File: src/shared/pfi_pkg.sv
// Operation
// - Filter read index shows in control/status bits 15:12.
// - Filter off: each entry port read advances read index by one.
// - Turning the filter on forces the read index to zero.
// - Filter on: entry port reads leave the read index alone.
// - Filter write index shows in control/status bits 11:8.
// - Filter off: each entry port write advances write index by one.
// - Bits 6:4 report the buffer receiving currently selected stream packets.
// - Clear bit zeroes all comparison values and both filter indices.
// - Filter on: only packets whose PID matches an entry are buffered.
// - Filter off: every packet passes unfiltered.
// - Insertion off: RAM port write stores data at insertion write index.
// - Before insertion is on, each RAM port write advances write index.
// - Insertion on: RAM port accesses change neither RAM nor indices.
// - Insertion RAM is not cleared by reset.
// - Reserved control/status bits ignore writes and read as zero.
// - Entry port reads give entry at read index; writes only when off.
// - Insertion write index reads in insertion control bits 29:24.
package pfi_pkg;

   localparam int          PFI_ADDR_W       = 12;
   localparam int          PFI_DATA_W       = 32;
   localparam int          PFI_ENTRIES      = 16;
   localparam int          PFI_IDX_W        = 4;
   localparam int          PFI_INS_IDX_W    = 6;
   localparam int          PFI_INS_DEPTH    = 64;
   localparam int          PFI_BUF_W        = 3;
   localparam int          PFI_FIFO_DEPTH   = 8;

   localparam logic [11:0] PFI_OFS_ENTRY    = 12'h09c;
   localparam logic [11:0] PFI_OFS_CSR      = 12'h0a0;
   localparam logic [11:0] PFI_OFS_INS_PORT = 12'h0a4;
   localparam logic [11:0] PFI_OFS_INS_CTRL = 12'h0a8;

   localparam int          PFI_CSR_RD_LSB   = 12;
   localparam int          PFI_CSR_WR_LSB   = 8;
   localparam int          PFI_CSR_BUF_LSB  = 4;
   localparam int          PFI_CSR_CLR_BIT  = 1;
   localparam int          PFI_CSR_ON_BIT   = 0;
   localparam int          PFI_INS_WR_LSB   = 24;
   localparam int          PFI_INS_RD_LSB   = 16;
   localparam int          PFI_INS_ON_BIT   = 6;

   localparam int          PFI_PID_LSB      = 8;
   localparam int          PFI_PID_W        = 13;

   localparam logic [31:0] PFI_ZERO_WORD    = 32'h0000_0000;

   typedef enum logic [1:0] {
      PFI_PKT_WAIT,
      PFI_PKT_PASS,
      PFI_PKT_DROP
   } pfi_pkt_type;

   function automatic logic [PFI_IDX_W-1:0] pfi_inc_idx(input logic [PFI_IDX_W-1:0] v);
      pfi_inc_idx = v + 4'h1;
   endfunction

   function automatic logic [PFI_INS_IDX_W-1:0] pfi_inc_ins(input logic [PFI_INS_IDX_W-1:0] v);
      pfi_inc_ins = v + 6'h01;
   endfunction

endpackage

File: src/logic/pfi_fifo.sv
`timescale 1ns/1ps
module pfi_fifo
   import pfi_pkg::*;
#(
   parameter int WIDTH = 36,
   parameter int DEPTH = 8
) (
   input  wire logic                       ref_clk,
   input  wire logic                       sys_rst,
   input  wire logic                       in_valid,
   output logic                            in_ready,
   input  wire logic [WIDTH-1:0]           in_data,
   output logic                            out_valid,
   input  wire logic                       out_ready,
   output logic [WIDTH-1:0]                out_data,
   output logic [$clog2(DEPTH+1)-1:0]      level
);
   localparam int PW = $clog2(DEPTH);
   localparam int LW = $clog2(DEPTH+1);

   typedef struct packed {
      logic [DEPTH-1:0][WIDTH-1:0] mem;
      logic [PW-1:0]               wr_ptr;
      logic [PW-1:0]               rd_ptr;
      logic [LW-1:0]               count;
   } pfi_fifo_state_type;

   pfi_fifo_state_type s_q;
   pfi_fifo_state_type s_d;
   logic               push;
   logic               pop;

   assign in_ready  = (s_q.count != LW'(DEPTH));
   assign out_valid = (s_q.count != '0);
   assign out_data  = s_q.mem[s_q.rd_ptr];
   assign level     = s_q.count;
   assign push      = in_valid && in_ready;
   assign pop       = out_valid && out_ready;

   always_comb begin
      s_d = s_q;
      if (push) begin
         s_d.mem[s_q.wr_ptr] = in_data;
         s_d.wr_ptr = (s_q.wr_ptr == PW'(DEPTH - 1)) ? '0 : s_q.wr_ptr + PW'(1);
      end
      if (pop) begin
         s_d.rd_ptr = (s_q.rd_ptr == PW'(DEPTH - 1)) ? '0 : s_q.rd_ptr + PW'(1);
      end
      s_d.count = s_q.count + LW'(push) - LW'(pop);
   end

   always_ff @(posedge ref_clk) begin
      if (sys_rst) begin
         s_q <= '0;
      end else begin
         s_q <= s_d;
      end
   end

endmodule

File: src/logic/pfi_filter_regs.sv
`timescale 1ns/1ps
module pfi_filter_regs
   import pfi_pkg::*;
(
   input  wire logic                   ref_clk,
   input  wire logic                   sys_rst,
   input  wire logic [PFI_ADDR_W-1:0]  host_addr,
   input  wire logic                   host_wr,
   input  wire logic                   host_rd,
   input  wire logic [31:0]            host_wdata,
   output logic [31:0]                 host_rdata,
   output logic                        host_rvalid,
   input  wire logic [47:0]            entry_buf_map,
   input  wire logic                   insert_done,
   input  wire logic                   in_valid,
   output logic                        in_ready,
   input  wire logic [31:0]            in_data,
   input  wire logic                   in_first,
   output logic                        out_valid,
   input  wire logic                   out_ready,
   output logic [31:0]                 out_data,
   output logic                        out_first,
   output logic [PFI_BUF_W-1:0]        out_buf
);
   localparam int FW = PFI_DATA_W + 1 + PFI_BUF_W;
   localparam int LW = $clog2(PFI_FIFO_DEPTH + 1);

   typedef struct packed {
      logic [PFI_ENTRIES-1:0][31:0] entry;
      logic [PFI_IDX_W-1:0]         rd_idx;
      logic [PFI_IDX_W-1:0]         wr_idx;
      logic [PFI_BUF_W-1:0]         sel_buf;
      logic                         on;
      logic                         ins_on;
      logic [PFI_INS_IDX_W-1:0]     ins_wr;
      logic [PFI_INS_IDX_W-1:0]     ins_rd;
      pfi_pkt_type                  pkt;
      logic                         in_ready;
      logic                         out_valid;
      logic [31:0]                  out_data;
      logic                         out_first;
      logic [PFI_BUF_W-1:0]         out_buf;
      logic [31:0]                  rdata;
      logic                         rvalid;
   } pfi_state_type;

   pfi_state_type          s_q;
   pfi_state_type          s_d;
   logic [31:0]            ins_ram [PFI_INS_DEPTH];
   logic [31:0]            ins_rdata;
   logic                   wr_entry;
   logic                   rd_entry;
   logic                   wr_csr;
   logic                   wr_ins;
   logic                   rd_ins;
   logic                   wr_ins_ctrl;
   logic                   accept;
   logic                   hit;
   logic [PFI_BUF_W-1:0]   hit_buf;
   logic                   pass;
   logic                   fifo_push;
   logic                   fifo_out_valid;
   logic                   fifo_out_ready;
   logic [FW-1:0]          fifo_out_data;
   logic [LW-1:0]          fifo_level;
   logic [LW-1:0]          level_next;

   assign wr_entry    = host_wr && (host_addr == PFI_OFS_ENTRY);
   assign rd_entry    = host_rd && (host_addr == PFI_OFS_ENTRY);
   assign wr_csr      = host_wr && (host_addr == PFI_OFS_CSR);
   assign wr_ins      = host_wr && (host_addr == PFI_OFS_INS_PORT);
   assign rd_ins      = host_rd && (host_addr == PFI_OFS_INS_PORT);
   assign wr_ins_ctrl = host_wr && (host_addr == PFI_OFS_INS_CTRL);
   assign accept      = in_valid && s_q.in_ready;

   // PID compare; lowest matching entry decides the buffer
   always_comb begin
      hit     = 1'b0;
      hit_buf = '0;
      for (int i = PFI_ENTRIES - 1; i >= 0; i--) begin
         if (s_q.entry[i][PFI_PID_W-1:0] == in_data[PFI_PID_LSB +: PFI_PID_W]) begin
            hit     = 1'b1;
            hit_buf = entry_buf_map[i*PFI_BUF_W +: PFI_BUF_W];
         end
      end
   end

   always_comb begin
      if (in_first) begin
         pass = !s_q.on || hit;
      end else begin
         pass = (s_q.pkt == PFI_PKT_PASS);
      end
   end

   assign fifo_push      = accept && pass;
   assign fifo_out_ready = !s_q.out_valid || out_ready;
   assign level_next     = fifo_level + LW'(fifo_push) - LW'(fifo_out_valid && fifo_out_ready);

   // Insertion RAM has no reset so it maps onto plain memory
   always_ff @(posedge ref_clk) begin
      if (wr_ins && !s_q.ins_on) begin
         ins_ram[s_q.ins_wr] <= host_wdata;
      end
   end

   assign ins_rdata = ins_ram[s_q.ins_rd];

   always_comb begin
      s_d        = s_q;
      s_d.rvalid = 1'b0;

      if (wr_entry && !s_q.on) begin
         s_d.entry[s_q.wr_idx] = host_wdata;
         s_d.wr_idx = pfi_inc_idx(s_q.wr_idx);
      end
      if (rd_entry && !s_q.on) begin
         s_d.rd_idx = pfi_inc_idx(s_q.rd_idx);
      end

      if (wr_csr) begin
         // Only the enable is stored; reserved bits are dropped
         s_d.on = host_wdata[PFI_CSR_ON_BIT];
         if (host_wdata[PFI_CSR_ON_BIT] && !s_q.on) begin
            s_d.rd_idx = '0;
         end
         if (host_wdata[PFI_CSR_CLR_BIT]) begin
            s_d.entry  = '0;
            s_d.rd_idx = '0;
            s_d.wr_idx = '0;
         end
      end

      if (!s_q.ins_on) begin
         if (wr_ins) begin
            s_d.ins_wr = pfi_inc_ins(s_q.ins_wr);
         end
         if (rd_ins) begin
            s_d.ins_rd = pfi_inc_ins(s_q.ins_rd);
         end
      end
      if (insert_done) begin
         s_d.ins_on = 1'b0;
      end
      // A host set is ignored while insertion is on, so a completion in the same cycle wins
      if (wr_ins_ctrl && host_wdata[PFI_INS_ON_BIT] && !s_q.ins_on) begin
         s_d.ins_on = 1'b1;
         s_d.ins_wr = '0;
         s_d.ins_rd = '0;
      end

      if (host_rd) begin
         s_d.rvalid = 1'b1;
         s_d.rdata  = PFI_ZERO_WORD;
         unique case (host_addr)
            PFI_OFS_ENTRY: begin
               s_d.rdata = s_q.entry[s_q.rd_idx];
            end
            PFI_OFS_CSR: begin
               s_d.rdata[PFI_CSR_RD_LSB +: PFI_IDX_W]  = s_q.rd_idx;
               s_d.rdata[PFI_CSR_WR_LSB +: PFI_IDX_W]  = s_q.wr_idx;
               s_d.rdata[PFI_CSR_BUF_LSB +: PFI_BUF_W] = s_q.sel_buf;
               s_d.rdata[PFI_CSR_ON_BIT]               = s_q.on;
            end
            PFI_OFS_INS_PORT: begin
               s_d.rdata = ins_rdata;
            end
            PFI_OFS_INS_CTRL: begin
               s_d.rdata[PFI_INS_WR_LSB +: PFI_INS_IDX_W] = s_q.ins_wr;
               s_d.rdata[PFI_INS_RD_LSB +: PFI_INS_IDX_W] = s_q.ins_rd;
               s_d.rdata[PFI_INS_ON_BIT]                  = s_q.ins_on;
            end
            default: begin
               s_d.rdata = PFI_ZERO_WORD;
            end
         endcase
      end

      if (accept && in_first) begin
         s_d.pkt = pass ? PFI_PKT_PASS : PFI_PKT_DROP;
         if (s_q.on && hit) begin
            s_d.sel_buf = hit_buf;
         end
      end

      if (fifo_out_valid && fifo_out_ready) begin
         s_d.out_valid = 1'b1;
         {s_d.out_first, s_d.out_buf, s_d.out_data} = fifo_out_data;
      end else if (out_ready) begin
         s_d.out_valid = 1'b0;
      end

      // Registered ready looks one push ahead so the FIFO never overflows
      s_d.in_ready = (level_next < LW'(PFI_FIFO_DEPTH - 1)) ||
                     ((level_next == LW'(PFI_FIFO_DEPTH - 1)) && !fifo_push);
   end

   always_ff @(posedge ref_clk) begin
      if (sys_rst) begin
         s_q <= '0;
      end else begin
         s_q <= s_d;
      end
   end

   pfi_fifo #(
      .WIDTH (FW),
      .DEPTH (PFI_FIFO_DEPTH)
   ) u_fifo (
      .ref_clk   (ref_clk),
      .sys_rst   (sys_rst),
      .in_valid  (fifo_push),
      .in_ready  (),
      .in_data   ({in_first, (s_q.on ? (in_first ? hit_buf : s_q.sel_buf) : s_q.sel_buf), in_data}),
      .out_valid (fifo_out_valid),
      .out_ready (fifo_out_ready),
      .out_data  (fifo_out_data),
      .level     (fifo_level)
   );

   assign host_rdata  = s_q.rdata;
   assign host_rvalid = s_q.rvalid;
   assign in_ready    = s_q.in_ready;
   assign out_valid   = s_q.out_valid;
   assign out_data    = s_q.out_data;
   assign out_first   = s_q.out_first;
   assign out_buf     = s_q.out_buf;
endmodule

File: config.mk
export PLATFORM = sky130hd
export DESIGN_NAME = pfi_filter_regs
export DESIGN_NICKNAME = d
export VERILOG_FILES = /design/src/shared/pfi_pkg.sv /design/src/logic/pfi_fifo.sv /design/src/logic/pfi_filter_regs.sv
export SDC_FILE = /design/constraint.sdc
export NUM_CORES = 2
export LEC_CHECK = 0
export BUFFER_PORTS_ARGS = -buffer_cell sky130_fd_sc_hd__buf_2
export CORE_UTILIZATION = 40
export DETAILED_ROUTE_END_ITERATION = 16
export SETUP_SLACK_MARGIN = 0.5
export SLEW_MARGIN = 20
export SYNTH_ARGS = -nofsm -noshare
export SYNTH_HDL_FRONTEND = slang
export SYNTH_HIERARCHICAL = 1
export SYNTH_SLANG_ARGS = --single-unit
export TNS_END_PERCENT = 50
File: constraint.sdc
create_clock -name ref_clk -period 5.1 [get_ports ref_clk]
set_input_delay 1.02 -clock ref_clk [delete_from_list [all_inputs] [get_ports ref_clk]]
set_output_delay 1.02 -clock ref_clk [all_outputs]
set_load 0.05 [all_outputs]
==> metrics.md <==
| Metric | Value |
|---|---|
| Initial antenna violation count | `13` |
| Antenna Violating Nets Remaining | `0` |
| Via count | `69,263` |
| Tot Pwr | `49.7 mW` |
| Vias/cell | `5.73` |
| WP data arrival | `4.66 ns` |
| Clock sink total | `2,962` |
| I/O Buffers | `202` |
| Max H-tree Level | `5` |
| CTS clk-pin slew, worst paths | `0.06 ns` |
| Worst hold stages | `3` |
| Slew @ Worst Pin | `1.15 ns` |
| Synthesized area per cell | `15.7 sq um` |
| Worst-skew pair later-pin latency | `0.88 ns` |
| Post-synth EDFFs | `2,048` |
| Drt wl/cell | `28.4 um` |
| Hold buffer count at CTS | `0` |
| Critical path required time | `5.83 ns` |
| R2R Setup Slk | `1.27 ns` |
| Remaining global-route overflow | `0` |
| Reg area | `79,800 sq um` |
| Worst vdd ir | `0.286 mV` |
| Placer congestion estimate | `0.906` |
| CTS tree | `done` |
| Ys async rst share | `0` |
| Clk_skew | `0.0846 ns` |
| Total wire length | `343,000 um` |
| Area leader, netlist | `edfxtp_1` |
| Final worst path period need | `3.93 ns` |
| Final setup fails | `0` |
| Crit start category | `input port` |
| Die Span Y | `553 um` |
| RSZ-0062 raised after global routing | `no` |
| Clock Path Buffers | `4` |
| FF-to-FF path depth | `8` |
| All-Layer GR Usage | `0.220` |
| DRC violations left | `0` |
| R2R Path End | `host_rdata[11]` |
| Wire length of the first global-routing pass | `493,000 um` |
| Power Dens Cells | `360 nW/um^2` |
| Register bit count reported by yosys | `2,962` |
| Post-synth cell types | `74` |
| Starting Density | `0.404` |
| Die Area | `306,000 sq um` |
| Ys Warns | `6` |
| Post-Synthesis Net Count | `7,900` |
| Number of global-route vias before repair | `68,485` |
| Detailed Routing Iterations Pass 1 | `7` |
| CTS buffer count | `309` |
| Area contributors post-synth | `edfxtp_1 (51%), mux4_2 (16%), dfxtp_1 (15%)` |
| Core region area | `301,000 sq um` |
| I/O Pins | `203` |
| Max_cap viols | `0` |
| Largest net degree at the start of global routing | `141` |
| Clk root buf | `clkbuf_16` |
| Post-synthesis cell count | `7,745` |
| FP Rows | `201` |
| DP HPWL | `209,000 um` |
| Sequential area share after synthesis | `0.657` |
| Crit Path Class | `input port to flop` |
| Hold Path Class | `input port to flop` |
| Status | `finished clean` |
| Hold Crit Endpoint | `s_q[85]` |
| Max Slew Vio Count | `0` |
| Worst setup EP type | `flop` |
| Post-CTS Setup Bufs | `0` |
| FMAX | `0.254 GHz` |
| Synth Cell Area | `122,000 sq um` |
| Area grow syn2layout | `13.4%` |
| Leak pwr | `44.0 nW` |
| Worst Path Max Fanout | `14` |
| HP Start | `insert_done` |
| Number of fill cells | `25,687` |
| Most frequent cells in the layout | `edfxtp_1 (2,048), nand2_1 (1,191), dfxtp_1 (901)` |
| Area of the multi-input gates | `38,800 sq um` |
| Most common cell after layout, fill and taps aside | `edfxtp_1` |
| Final Hold Fails | `0` |
| Main synth FF type | `edfxtp_1` |
| CTS resizes | `0` |
| Share of cells above drive strength 1 | `0.245` |
| Slew margin rel. | `0.232` |
| Violation count after the first detailed-routing iteration | `8,336` |
| Area share of the largest cell type after synthesis | `0.506` |
| Die width | `553 um` |
| Final setup TNS | `0 ns` |
| Tcrit/Tclk final | `0.771` |
| Nets | `8,047` |
Yosys cell counts (all sizes together), types with 8 or more instances:
cell type,count
nand3,49
nand2b,340
mux2,44
nor3,24
o31ai,8
dfxtp,914
xor2,95
nor2b,15
o21ai,13
a221oi,29
a211oi,22
nand4,37
nor4,24
ha,21
clkbuf,400
inv,33
nand2,1191
mux4,887
buf,283
mux2i,309
a21oi,585
edfxtp,2048
xnor2,132
a222oi,20
nor2,137
per-stage QoR:
step	utilization	hold slack (ns)	area [sq um]	instances	setup WS (ns)
2_1_floorplan	-	0.433	122000	7745	0.595
3_3_place_gp	0.426	0.438	128000	11539	0.122
3_5_place_dp	0.426	0.443	128000	11539	0.288
4_1_cts	0.458	0.395	138000	12082	1.18
5_1_grt	0.458	0.457	138000	12083	0.947
6_report	0.458	0.445	138000	12090	1.17
how the worst max path moves through the flow:
stage,startpoint,to,slack [ns]
2_1_floorplan,in_data[19],u_fifo/level[2],0.60
3_3_place_gp,in_data[9],u_fifo/level[2],0.12
3_5_place_dp,in_data[9],u_fifo/level[2],0.29
4_1_cts,in_data[9],u_fifo/level[2],1.18
5_1_grt,in_data[9],u_fifo/level[2],0.95
6_report,in_data[9],u_fifo/level[2],1.17
cells by family (layout without fill, tap and decap cells):
group	after synthesis	after routing	synth area share
multiplexers	1240	1240	0.194
adder cells (fa/ha/maj)	23	23	0.00249
flip-flops	2962	2962	0.657
buffers and inverters	717	1096	0.0292
XOR/XNOR	227	227	0.0164
other	0	8	0
AND/OR/NAND/NOR	1861	1861	0.0685
AO/OA/AOI/OAI	715	715	0.0328
critical path, stage by stage:
cell and delay, ns:
buf_2 0.46, buf_4 0.25, xnor2_1 0.13, nand4_1 0.10, nor4_1 0.47, buf_4 0.24
nor2b_1 0.06, nand4_1 0.12, nor3_1 0.11, a211oi_1 0.22, buf_4 0.22, nand2_1 0.07
ha_1 0.31, inv_1 0.06, ha_1 0.15, inv_1 0.06, fa_1 0.37, xor2_1 0.15
nor2_1 0.06
cell type report:
cell class | count | share of cell area
Multi-Input combinational cell | 4066 | 0.281
Inverter | 34 | 0.000926
Clock inverter | 132 | 0.00861
Sequential cell | 2962 | 0.579
Antenna cell | 8 | 0.000145
Clock buffer | 411 | 0.0615
Timing Repair Buffer | 519 | 0.0324
Tap cell | 3958 | 0.0359
registers in the layout (all words and copies together), names as in the netlist, named ones only:
| name | count |
|---|---|
| u_fifo/level | 4 |
| out_data | 32 |
| u_fifo/s_q | 294 |
| ins_ram | 2048 |
| host_rvalid | 1 |
| out_first | 1 |
| out_valid | 1 |
| out_buf | 3 |
| s_q | 539 |
| host_rdata | 32 |
| in_ready | 1 |
routing by layer:
metal  GRT usage  up-vias  routed length, um
met5           0        -                 13
met4      0.0561        2               8400
met3      0.0329      437              25000
met2       0.361     2810             166000
met1       0.307    36454             144000
li1            -    29560                  -
power by group:
part	internal (mW)	switching, mW
Sequential	25.7	0.266
Combinational	0.659	1.22
Clock	12.5	9.27
No activity file was read; power rests on OpenSTA's default activity.
